`config.mk`:
```
export PLATFORM = sky130hd
export DESIGN_NAME = pcdemx_port
export DESIGN_NICKNAME = d
export VERILOG_FILES = /design/src/pcdemx_pkg.sv /design/src/pcdemx_port.sv
export SDC_FILE = /design/constraint.sdc
export NUM_CORES = 1
export LEC_CHECK = 0
export BUFFER_PORTS_ARGS = -buffer_cell sky130_fd_sc_hd__buf_2
export CAP_MARGIN = 20
export CORE_MARGIN = 10
export CORE_UTILIZATION = 50
export CTS_BUF_LIST = sky130_fd_sc_hd__clkbuf_8 sky130_fd_sc_hd__clkbuf_16
export CTS_CLUSTER_DIAMETER = 60
export DETAILED_ROUTE_END_ITERATION = 10
export GPL_TIMING_DRIVEN = 0
export MAX_ROUTING_LAYER = met4
export PLACE_DENSITY = 0.78
export SLEW_MARGIN = 5
export SYNTH_ARGS = -nofsm -noshare
export SYNTH_HDL_FRONTEND = slang
export SYNTH_SLANG_ARGS = --single-unit
```
`constraint.sdc`:
```
create_clock -name clock -period 2.12 [get_ports clock]
set_input_delay 0.212 -clock clock [delete_from_list [all_inputs] [get_ports clock]]
set_output_delay 0.212 -clock clock [all_outputs]
set_load 0.02 [all_outputs]
```
`src/pcdemx_pkg.sv`:
```
// Package: register map, field positions and reset values for the pin groups
package pcdemx_pkg;
   // ----------------------------------------
   // Register indexes (printed offsets)
   // ----------------------------------------
   localparam logic [8:0] IDX_PIN_DATA_C = 9'h007;
   localparam logic [8:0] IDX_PIN_DATA_D = 9'h008;
   localparam logic [8:0] IDX_PIN_DATA_E = 9'h009;
   localparam logic [8:0] IDX_DIR_C = 9'h087;
   localparam logic [8:0] IDX_DIR_D = 9'h088;
   localparam logic [8:0] IDX_DIR_E = 9'h089;
   localparam logic [8:0] IDX_LCD_SEL = 9'h10D;
   localparam logic [8:0] IDX_PERIPH = 9'h1F0;
   // Byte address width on the bus
   localparam int ADDR_W = 12;
   // ----------------------------------------
   // Reset values
   // ----------------------------------------
   localparam logic [5:0] RST_DIR_C = 6'h3F;
   localparam logic [7:0] RST_DIR_D = 8'hFF;
   localparam logic [7:0] RST_DIR_E = 8'hFF;
   localparam logic [7:0] RST_LCD_SEL = 8'hFF;
   localparam logic [7:0] RST_PERIPH = 8'h00;
   // ----------------------------------------
   // Segment-select field positions
   // ----------------------------------------
   localparam int SEL_D_LOW = 0;
   localparam int SEL_E_LOW = 1;
   localparam int SEL_E_HIGH = 2;
   localparam int SEL_E7_G7 = 6;
   localparam int SEL_D_HIGH = 7;
   // Peripheral enable field positions
   localparam int PER_TIMER_OSC = 0;
   localparam int PER_CCP = 1;
   localparam int PER_SSP = 2;
   // AXI responses
   localparam logic [1:0] RESP_OKAY = 2'h0;
   localparam logic [1:0] RESP_SLVERR = 2'h2;
endpackage

```
`src/pcdemx_port.sv`:
```
// Pin groups C, D and E with peripheral and LCD multiplexing, AXI4-Lite slave
`timescale 1ns/1ns
`default_nettype none
// Behaviour
// - Group C: six bidirectional pins, bits 5:0
// - Each group C pin has own direction
// - Direction one tristates, zero drives latch
// - Enabled peripheral forces pin direction
// - Group C bits 7:6 read zero
// - Reset: direction ones, group C latch kept, group D latch cleared
// - Pins 0,1 shared with timer oscillator
// - Pin 2 shared with capture/compare/PWM
// - Pins 3..5 shared with serial port
// - Group D pins 0..4 I/O or segments
// - Group D pins 5..7 input only
// - Group D 5..7 segments 29..31 or commons
// - Group D 0..4 segments 00..04
// - Group D direction only pins 0..4 digital
// - Segment selects reset to ones
// - Segment select overrides direction bit
// - Group E never drives digital output
// - Group E maps segments 05..11, 27
module pcdemx_port
(
   input wire logic clock,
   input wire logic resetn,
   input wire logic clk_en,
   // AXI4-Lite slave
   input wire logic [pcdemx_pkg::ADDR_W-1:0] s_axi_awaddr,
   input wire logic s_axi_awvalid,
   output logic s_axi_awready,
   input wire logic [31:0] s_axi_wdata,
   input wire logic [3:0] s_axi_wstrb,
   input wire logic s_axi_wvalid,
   output logic s_axi_wready,
   output logic [1:0] s_axi_bresp,
   output logic s_axi_bvalid,
   input wire logic s_axi_bready,
   input wire logic [pcdemx_pkg::ADDR_W-1:0] s_axi_araddr,
   input wire logic s_axi_arvalid,
   output logic s_axi_arready,
   output logic [31:0] s_axi_rdata,
   output logic [1:0] s_axi_rresp,
   output logic s_axi_rvalid,
   input wire logic s_axi_rready,
   // Group C pins
   input wire logic [5:0] pin_c_in,
   output logic [5:0] pin_c_out,
   output logic [5:0] pin_c_oe,
   // Group C peripheral overrides: output value, force-output, force-input
   input wire logic [5:0] periph_c_out,
   input wire logic [5:0] periph_c_force_out,
   input wire logic [5:0] periph_c_force_in,
   output logic [5:0] periph_c_in,
   // Group D pins
   input wire logic [7:0] pin_d_in,
   output logic [4:0] pin_d_out,
   output logic [4:0] pin_d_oe,
   // Group E pins
   input wire logic [7:0] pin_e_in,
   // LCD ownership to the LCD driver, per pin
   output logic [7:0] lcd_own_d,
   output logic [7:0] lcd_own_e,
   output logic lcd_own_g7
);
   import pcdemx_pkg::*;

   // ----------------------------------------
   // Pin synchronisers
   // ----------------------------------------
   logic [21:0] sync1_ff; // First stage
   logic [21:0] sync2_ff; // Second stage
   logic [5:0] samp_c; // Sampled group C
   logic [7:0] samp_d; // Sampled group D
   logic [7:0] samp_e; // Sampled group E

   // Pins change with no relation to the clock, so only the
   // second stage is read; the enable freezes both stages and
   // a pin edge met while frozen shows two enabled edges later
   // Two flops on every pin input
   always_ff @(posedge clock or negedge resetn)
   begin
      if (!resetn)
      begin
         sync1_ff <= '0;
         sync2_ff <= '0;
      end
      else if (clk_en)
      begin
         sync1_ff <= {pin_e_in, pin_d_in, pin_c_in};
         sync2_ff <= sync1_ff;
      end
   end
   assign samp_c = sync2_ff[5:0];
   assign samp_d = sync2_ff[13:6];
   assign samp_e = sync2_ff[21:14];
   // Peripherals see the sampled group C level
   assign periph_c_in = samp_c;

   // ----------------------------------------
   // Registers
   // ----------------------------------------
   logic [5:0] latch_c_ff; // Group C output latch
   logic [4:0] latch_d_ff; // Group D output latch
   logic [5:0] dir_c_ff; // Group C direction
   logic [7:0] dir_d_ff; // Group D direction
   logic [7:0] dir_e_ff; // Group E direction, no effect
   logic [7:0] lcd_sel_ff; // Segment select
   logic [7:0] periph_en_ff; // Peripheral enables
   logic wr_fire; // Write taken this cycle
   logic [8:0] wr_idx; // Write register index
   logic [7:0] wr_byte; // Write data, lane 0

   // A lone address or lone data waits with ready low
   // until its partner arrives, so both land in one edge
   // Write address and data accepted together
   assign wr_fire = s_axi_awvalid && s_axi_wvalid && !s_axi_bvalid && clk_en;
   assign wr_idx = s_axi_awaddr[10:2];
   assign wr_byte = s_axi_wdata[7:0];

   // Group C latch: no reset, keeps value over any reset
   // Unknown after power-up until software writes it
   // Six pins, bits 5:0
   always_ff @(posedge clock)
   begin
      if (wr_fire && s_axi_wstrb[0] && wr_idx == IDX_PIN_DATA_C)
      begin
         latch_c_ff <= wr_byte[5:0];
      end
   end

   // Group D latch
   always_ff @(posedge clock or negedge resetn)
   begin
      if (!resetn)
      begin
         latch_d_ff <= '0;
      end
      else if (wr_fire && s_axi_wstrb[0] && wr_idx == IDX_PIN_DATA_D)
      begin
         latch_d_ff <= wr_byte[4:0];
      end
   end

   // Group C direction, a one makes an input
   // Direction resets to inputs
   always_ff @(posedge clock or negedge resetn)
   begin
      if (!resetn)
      begin
         dir_c_ff <= RST_DIR_C;
      end
      else if (wr_fire && s_axi_wstrb[0] && wr_idx == IDX_DIR_C)
      begin
         // Bits 7:6 have no storage
         dir_c_ff <= wr_byte[5:0];
      end
   end

   // Group D direction, only bits 4:0 reach a driver
   always_ff @(posedge clock or negedge resetn)
   begin
      if (!resetn)
      begin
         dir_d_ff <= RST_DIR_D;
      end
      else if (wr_fire && s_axi_wstrb[0] && wr_idx == IDX_DIR_D)
      begin
         dir_d_ff <= wr_byte;
      end
   end

   // Group E direction, stored for software only
   always_ff @(posedge clock or negedge resetn)
   begin
      if (!resetn)
      begin
         dir_e_ff <= RST_DIR_E;
      end
      else if (wr_fire && s_axi_wstrb[0] && wr_idx == IDX_DIR_E)
      begin
         dir_e_ff <= wr_byte;
      end
   end

   // Segment select, a one hands pins to the LCD
   // Selects reset to LCD
   always_ff @(posedge clock or negedge resetn)
   begin
      if (!resetn)
      begin
         lcd_sel_ff <= RST_LCD_SEL;
      end
      else if (wr_fire && s_axi_wstrb[0] && wr_idx == IDX_LCD_SEL)
      begin
         lcd_sel_ff <= wr_byte;
      end
   end

   // Peripheral enables, all off after reset
   always_ff @(posedge clock or negedge resetn)
   begin
      if (!resetn)
      begin
         periph_en_ff <= RST_PERIPH;
      end
      else if (wr_fire && s_axi_wstrb[0] && wr_idx == IDX_PERIPH)
      begin
         periph_en_ff <= wr_byte;
      end
   end

   // ----------------------------------------
   // Group C pin mux
   // ----------------------------------------
   logic [5:0] c_owner; // Peripheral enabled per pin
   logic [5:0] eff_dir_c; // Effective direction, 1 = input

   assign c_owner[1:0] = {2{periph_en_ff[PER_TIMER_OSC]}};
   assign c_owner[2] = periph_en_ff[PER_CCP];
   assign c_owner[5:3] = {3{periph_en_ff[PER_SSP]}};

   // Force-out wins when a peripheral asks for both
   // Per-pin direction and value select
   genvar gi;
   generate
      for (gi = 0; gi < 6; gi++)
      begin : g_pin_c
         always_comb
         begin
            if (c_owner[gi] && periph_c_force_out[gi])
            begin
               eff_dir_c[gi] = 1'b0;
            end
            else if (c_owner[gi] && periph_c_force_in[gi])
            begin
               eff_dir_c[gi] = 1'b1;
            end
            else
            begin
               eff_dir_c[gi] = dir_c_ff[gi];
            end
         end
         assign pin_c_oe[gi] = !eff_dir_c[gi];
         assign pin_c_out[gi] = (c_owner[gi] && periph_c_force_out[gi]) ? periph_c_out[gi] : latch_c_ff[gi];
      end
   endgenerate

   // ----------------------------------------
   // Group D and E LCD ownership
   // ----------------------------------------
   // One select bit per half
   // High half to segs 29..31 or commons
   assign lcd_own_d = {{3{lcd_sel_ff[SEL_D_HIGH]}}, {5{lcd_sel_ff[SEL_D_LOW]}}};
   // Group E freed by three bits
   assign lcd_own_e = {lcd_sel_ff[SEL_E7_G7], {2{lcd_sel_ff[SEL_E_HIGH]}}, {5{lcd_sel_ff[SEL_E_LOW]}}};
   // Group G pin 7 shares its select bit with group E pin 7
   assign lcd_own_g7 = lcd_sel_ff[SEL_E7_G7];

   // An owned pin never drives, whatever its direction bit
   // Select overrides direction
   // Direction only for digital pins 0..4
   assign pin_d_oe = ~dir_d_ff[4:0] & ~lcd_own_d[4:0];
   assign pin_d_out = latch_d_ff;
   // Pins 5..7 and group E have no output drivers

   // ----------------------------------------
   // AXI write response
   // ----------------------------------------
   logic wr_hit; // Write index mapped

   assign wr_hit = (wr_idx == IDX_PIN_DATA_C) || (wr_idx == IDX_PIN_DATA_D) || (wr_idx == IDX_PIN_DATA_E) ||
                   (wr_idx == IDX_DIR_C) || (wr_idx == IDX_DIR_D) || (wr_idx == IDX_DIR_E) ||
                   (wr_idx == IDX_LCD_SEL) || (wr_idx == IDX_PERIPH);
   assign s_axi_awready = wr_fire;
   assign s_axi_wready = wr_fire;

   // Hazard: the response only retires while enabled, so a
   // master must not take it while the enable is low
   // Response one cycle after acceptance
   always_ff @(posedge clock or negedge resetn)
   begin
      if (!resetn)
      begin
         s_axi_bvalid <= 1'b0;
         s_axi_bresp <= RESP_OKAY;
      end
      else if (clk_en)
      begin
         if (wr_fire)
         begin
            s_axi_bvalid <= 1'b1;
            s_axi_bresp <= wr_hit ? RESP_OKAY : RESP_SLVERR;
         end
         else if (s_axi_bready)
         begin
            s_axi_bvalid <= 1'b0;
         end
      end
   end

   // ----------------------------------------
   // AXI read
   // ----------------------------------------
   logic rd_fire; // Read taken this cycle
   logic [8:0] rd_idx; // Read register index
   logic [7:0] rd_byte; // Selected read value
   logic rd_hit; // Read index mapped

   assign rd_fire = s_axi_arvalid && !s_axi_rvalid && clk_en;
   assign rd_idx = s_axi_araddr[10:2];
   assign s_axi_arready = rd_fire;

   // Unmapped indexes read zero with an error response
   // Read mux
   always_comb
   begin
      rd_hit = 1'b1;
      unique case (rd_idx)
         IDX_PIN_DATA_C: rd_byte = {2'h0, samp_c};
         IDX_PIN_DATA_D: rd_byte = samp_d;
         IDX_PIN_DATA_E: rd_byte = samp_e;
         // Stored direction bits, not the overridden ones
         IDX_DIR_C: rd_byte = {2'h0, dir_c_ff};
         IDX_DIR_D: rd_byte = dir_d_ff;
         IDX_DIR_E: rd_byte = dir_e_ff;
         IDX_LCD_SEL: rd_byte = lcd_sel_ff;
         IDX_PERIPH: rd_byte = periph_en_ff;
         default:
         begin
            rd_byte = 8'h00;
            rd_hit = 1'b0;
         end
      endcase
   end

   // Read data registered one cycle after acceptance
   always_ff @(posedge clock or negedge resetn)
   begin
      if (!resetn)
      begin
         s_axi_rvalid <= 1'b0;
         s_axi_rdata <= '0;
         s_axi_rresp <= RESP_OKAY;
      end
      else if (clk_en)
      begin
         if (rd_fire)
         begin
            s_axi_rvalid <= 1'b1;
            s_axi_rdata <= {24'h000000, rd_byte};
            s_axi_rresp <= rd_hit ? RESP_OKAY : RESP_SLVERR;
         end
         else if (s_axi_rready)
         begin
            s_axi_rvalid <= 1'b0;
         end
      end
   end
endmodule // pcdemx_port
`default_nettype wire

```
After elaboration in Yosys (flattened, before gate mapping):

Cells that the tools add are included.

* equal/unequal tests: 16
* multiplexer cells: 26
* bitwise gates (word level): 3
* reduce and logical (&&, ||, !) cells: 47

Operators with widths (number)
* one-hot mux 8 bit (8 select lines): 1
* == test 9 x 8 -> 1 bit, second input constant: 6
* == test 9 x 4 -> 1 bit, second input constant: 4
* == test 9 bit, second input constant: 4
* logical AND 1 bit: 25
* 2-to-1 mux 1 bit: 23
* == test 9 x 3 -> 1 bit, second input constant: 2
* inverter 5 bit: 2
* logical NOT 1 bit: 8
* AND reduction 2 bit: 4
* OR reduction 8 bit: 1
* logical OR 1 bit: 7
* bitwise AND 5 bit: 1
* 2-to-1 mux 2 bit: 2
* nonzero test 2 bit: 2

* register bits: 107
* bits of input ports: 108
* output and inout port bits: 86

Logic depth before layout (Yosys ltp):

* word-level depth: 9
* gate-level depth with buffers: 6
* depth with buffers taken out: 5

Worst setup path before layout:

No wires, ideal clock.

* path kind: register -> register
* start: reg s_axi_bvalid
* end: reg latch_d_ff[0] (netlist: pin_d_out[0])
* data arrival time: 1.900 ns
* slack: 0.095 ns
* cell stages (with the launch flop): 7
* buffers on the path: 2
* clock period less this slack: 2.025 ns
* cell sequence: dfrtp_1 > and4b_1 > buf_2 > nand3_1 > or4_1 > clkbuf_1 > mux2_2

* longest elaborated chain between the ends: 5

RTL lines
* start, declared: line pcdemx_port.sv:37 `output logic s_axi_bvalid,`
* start signal, assigned: line pcdemx_port.sv:285 `s_axi_bvalid <= 1'b0;`
* start signal, assigned: line pcdemx_port.sv:292 `s_axi_bvalid <= 1'b1;`
* start signal, assigned: line pcdemx_port.sv:297 `s_axi_bvalid <= 1'b0;`
* logical NOT 1 bit: line pcdemx_port.sv:117 `assign wr_fire = s_axi_awvalid && s_axi_wvalid && !s_axi_bvalid && clk_en;`
* logical AND 1 bit (2 in series): line pcdemx_port.sv:117
* via s_axi_awready: line pcdemx_port.sv:31 `output logic s_axi_awready,`
* logical AND 1 bit (2 in series): line pcdemx_port.sv:139 `else if (wr_fire && s_axi_wstrb[0] && wr_idx == IDX_PIN_DATA_D)`
* end signal, assigned: line pcdemx_port.sv:141 `latch_d_ff <= wr_byte[4:0];`
* end, declared: line pcdemx_port.sv:104 `logic [4:0] latch_d_ff;`

The timed path passes the listed nets, and every way through them passes these cells.
A chain may end at the register's enable or synchronous reset.

Final worst setup path:

* start: reg s_axi_bvalid
* end: reg dir_d_ff[6]

* longest elaborated chain between the ends: 5

RTL lines
* logical NOT 1 bit: line pcdemx_port.sv:117
* logical AND 1 bit (2 in series): line pcdemx_port.sv:117
* logical AND 1 bit (2 in series): line pcdemx_port.sv:167 `else if (wr_fire && s_axi_wstrb[0] && wr_idx == IDX_DIR_D)`
* end signal, assigned: line pcdemx_port.sv:169 `dir_d_ff <= wr_byte;`
* end, declared: line pcdemx_port.sv:106 `logic [7:0] dir_d_ff;`

No other way between the ends.

==> impl_metrics.env <==
export IMPL_final_layout_size_suffix_gt1_share_pct=54.4
export IMPL_clk_latency_ps=370
export IMPL_hold_path_class="in -> reg"
export IMPL_fin_util_pct=64.0
export IMPL_r2r_slack_ps=130
export IMPL_cts_tree="yes"
export IMPL_reg2reg_from="s_axi_bvalid"
export IMPL_tns_ps=0
export IMPL_worst_clock_skew_ps=14.1
export IMPL_rr_worst_depth=6
export IMPL_critPathCaptureType="flop"
export IMPL_synth_area_leaders="dfrtp_1 (32%), mux2_2 (19%), dfstp_2 (15%)"
export IMPL_drv_cap=0
export IMPL_async_flop_share_pct=94.3
export IMPL_h_tree_depth=3
export IMPL_die_h_um=124
export IMPL_route_detailed_drc=0
export IMPL_drt_iter0_drc=192
export IMPL_setup_slack_ps=129
export IMPL_tightestPinTransition_ps=671
export IMPL_clk_path_buf_depth=2
export IMPL_syn_area_per_cell_sq_um=11.9
export IMPL_grt_max_degree=55
export IMPL_synth_cells=454
export IMPL_hold_depth=2
export IMPL_gp_congestion=0.901
export IMPL_cts_sinks=105
export IMPL_multi_input_area_sq_um=2290
export IMPL_die_w_um=124
export IMPL_rows=37
export IMPL_fmax_mhz=502
export IMPL_final_instance_count_excl_fill=772
export IMPL_dp_cells=750
export IMPL_core_sq_um=10400
export IMPL_syn_to_final_growth_pct=23.4
export IMPL_vdd_drop_max_v=0.000478
export IMPL_track_usage_pct=18.1
export IMPL_syn_area_sq_um=5400
export IMPL_n_antenna_cell=0
export IMPL_grt_pass1_wl_um=21500
export IMPL_rsz0062_at_grt="no"
export IMPL_vias=4138
export IMPL_drt_first_pass_iters=4
export IMPL_yosysMostFrequentCell="mux2_2"
export IMPL_setup_viol=0
export IMPL_synth_common_cells="mux2_2 (93), dfrtp_1 (69), buf_4 (49)"
export IMPL_routedWlPerCell_um=18.2
export IMPL_synth_top_cell_area_share_pct=32.0
export IMPL_seqCellArea_sq_um=2700
export IMPL_wirelength_um=14100
export IMPL_finalCritPeriodShare_pct=93.9
export IMPL_cts_reportedPaths_clkPinSlew_ps=110
export IMPL_hold_viol_final=0
export IMPL_start_kind="flop"
export IMPL_synth_ff_type="dfrtp_1"
export IMPL_port_buffers=134
export IMPL_hold_end="sync1_ff[9]"
export IMPL_pre_cts_ws_ps=-54.8
export IMPL_maxSlewHeadroom_pct=54.1
export IMPL_arrival_ps=2280
export IMPL_cp_max_fo=8
export IMPL_grt_pass1_vias=4265
export IMPL_finalMaxSlewViolations=0
export IMPL_outcome="finished clean"
export IMPL_hold_start="pin_d_in[3]"
export IMPL_hpwl_um=11000
export IMPL_yosysSeqAreaShare_pct=49.9
export IMPL_synth_cell_types=44
export IMPL_ys_ff_latch=105
export IMPL_synth_edf_count=6
export IMPL_synth_area_leader_cell="dfrtp_1"
export IMPL_clockRootBuffer="clkbuf_8"
export IMPL_leakagePower_nw=3.05
export IMPL_required_ps=2410
export IMPL_start_util_pct=51.9
export IMPL_powerDensity_nw_per_um2=651
export IMPL_fill_cells=848
export IMPL_ys_warnings_count=0
export IMPL_die_area_sq_um=15400
export IMPL_io_pins=194
export IMPL_antenna_found_initial=0
export IMPL_finalCriticalPeriod_ps=1990
export IMPL_cts_made_buffers=9
export IMPL_overflow=0
export IMPL_r2r_end="dir_d_ff[6]"
export IMPL_antenna_left=0
export IMPL_vias_per_cell=5.36
export IMPL_final_nets=739
export IMPL_critical_path_class="reg -> reg"
==> cells by family (layout without fill, tap and decap cells) <==
| family | count (synthesis) | in the layout | synth area share (%) |
|---|---|---|---|
| buf+inv | 97 | 254 | 10.2 |
| mux | 97 | 97 | 20.1 |
| other cells | 1 | 26 | 0.0694 |
| simple gates | 103 | 103 | 12.6 |
| flops | 105 | 105 | 49.9 |
| compound gates | 51 | 51 | 7.13 |
==> layout make-up <==
cell class	count	area share, %
Clock inverter	7	1.28
Buffer	70	6.75
Sequential cell	105	40.4
Clock buffer	9	1.86
Timing Repair Buffer	142	11.4
Inverter	26	1.46
Multi-Input combinational cell	277	34.3
Tap cell	136	2.55
==> critical path, stage by stage (launching register included) <==
cell and delay (ps):
dfrtp_1 410, and4b_1 240, buf_2 180, nand4_1 290
nor3_4 300, buf_12 170, mux2_2 330
==> routing by layer <==
metal | track usage [%] | wire, um | share of wire (%) | up-vias
li1 | - | - | - | 1937
met1 | 21.5 | 5710 | 41 | 2026
met2 | 29.8 | 6810 | 48 | 157
met3 | 5.34 | 1370 | 9.8 | 18
met4 | 4.17 | 163 | 1.2 | 0
met5 | - | 0 | 0 | -
==> timing repair <==
action                                  4_1_cts  5_1_grt
endpoints found under the setup margin       17       45
resized for setup                             3        5
setup buffers                                 0        6
pin swaps                                     1        2
hold buffers                                  1        0
hold endpoints to repair                     25        0
==> report_power, final <==
| part | internal [mW] | total, mW | leakage (nW) | switching [mW] |
|---|---|---|---|---|
| sequential | 2.18 | 2.29 | 1.21 | 0.101 |
| clock | 0.569 | 1.28 | 0.106 | 0.713 |
| combinational | 0.339 | 0.773 | 1.74 | 0.434 |
==> how the worst max path moves through the flow <==
stage,startpoint,end
2_1_floorplan,s_axi_bvalid,pin_d_out[0]
3_3_place_gp,resetn,sync1_ff[6]
6_report,s_axi_bvalid,dir_d_ff[6]
4_1_cts,s_axi_rvalid,s_axi_rdata[0]
3_5_place_dp,s_axi_bvalid,dir_d_ff[6]
5_1_grt,s_axi_bvalid,lcd_sel_ff[3]
==> registers in the layout, indices dropped and copies added, names as in the netlist <==
name          count
s_axi_rdata       8
lcd_sel_ff        8
pin_d_out         5
sync1_ff         22
periph_en_ff      8
sync2_ff         22
s_axi_bresp       1
dir_d_ff          8
s_axi_rvalid      1
s_axi_rresp       1
dir_e_ff          8
s_axi_bvalid      1
latch_c_ff        6
dir_c_ff          6
==> cell usage in the layout, fill, tap and decap left out, drive strengths merged, types with 2 or more instances in the layout <==
cell type / n
a2111oi: 2
a211oi: 13
a21o: 8
a221oi: 2
a31oi: 2
a32oi: 6
buf: 193
clkbuf: 27
clkinv: 3
conb: 26
dfrtp: 69
dfstp: 30
edfxtp: 6
inv: 29
mux2: 93
mux2i: 4
nand2: 19
nand2b: 3
nand3: 3
nand4: 2
nand4b: 16
nor2: 18
nor3: 6
nor4: 19
o211ai: 6
o21ai: 3
o21bai: 6
or3b: 2
or4: 4
or4bb: 6
==> metrics by stage <==
stage	power (mW)	cell area, sq um	hold WS, ps
floorplan	2.76	5500	-83.6
global placement	3.05	6340	444
global route	4.53	6670	57.6
finish	4.34	6670	69.4
CTS	4.36	6590	59.1
detailed placement	3.09	6360	301
No activity file was read; power rests on OpenSTA's default activity.
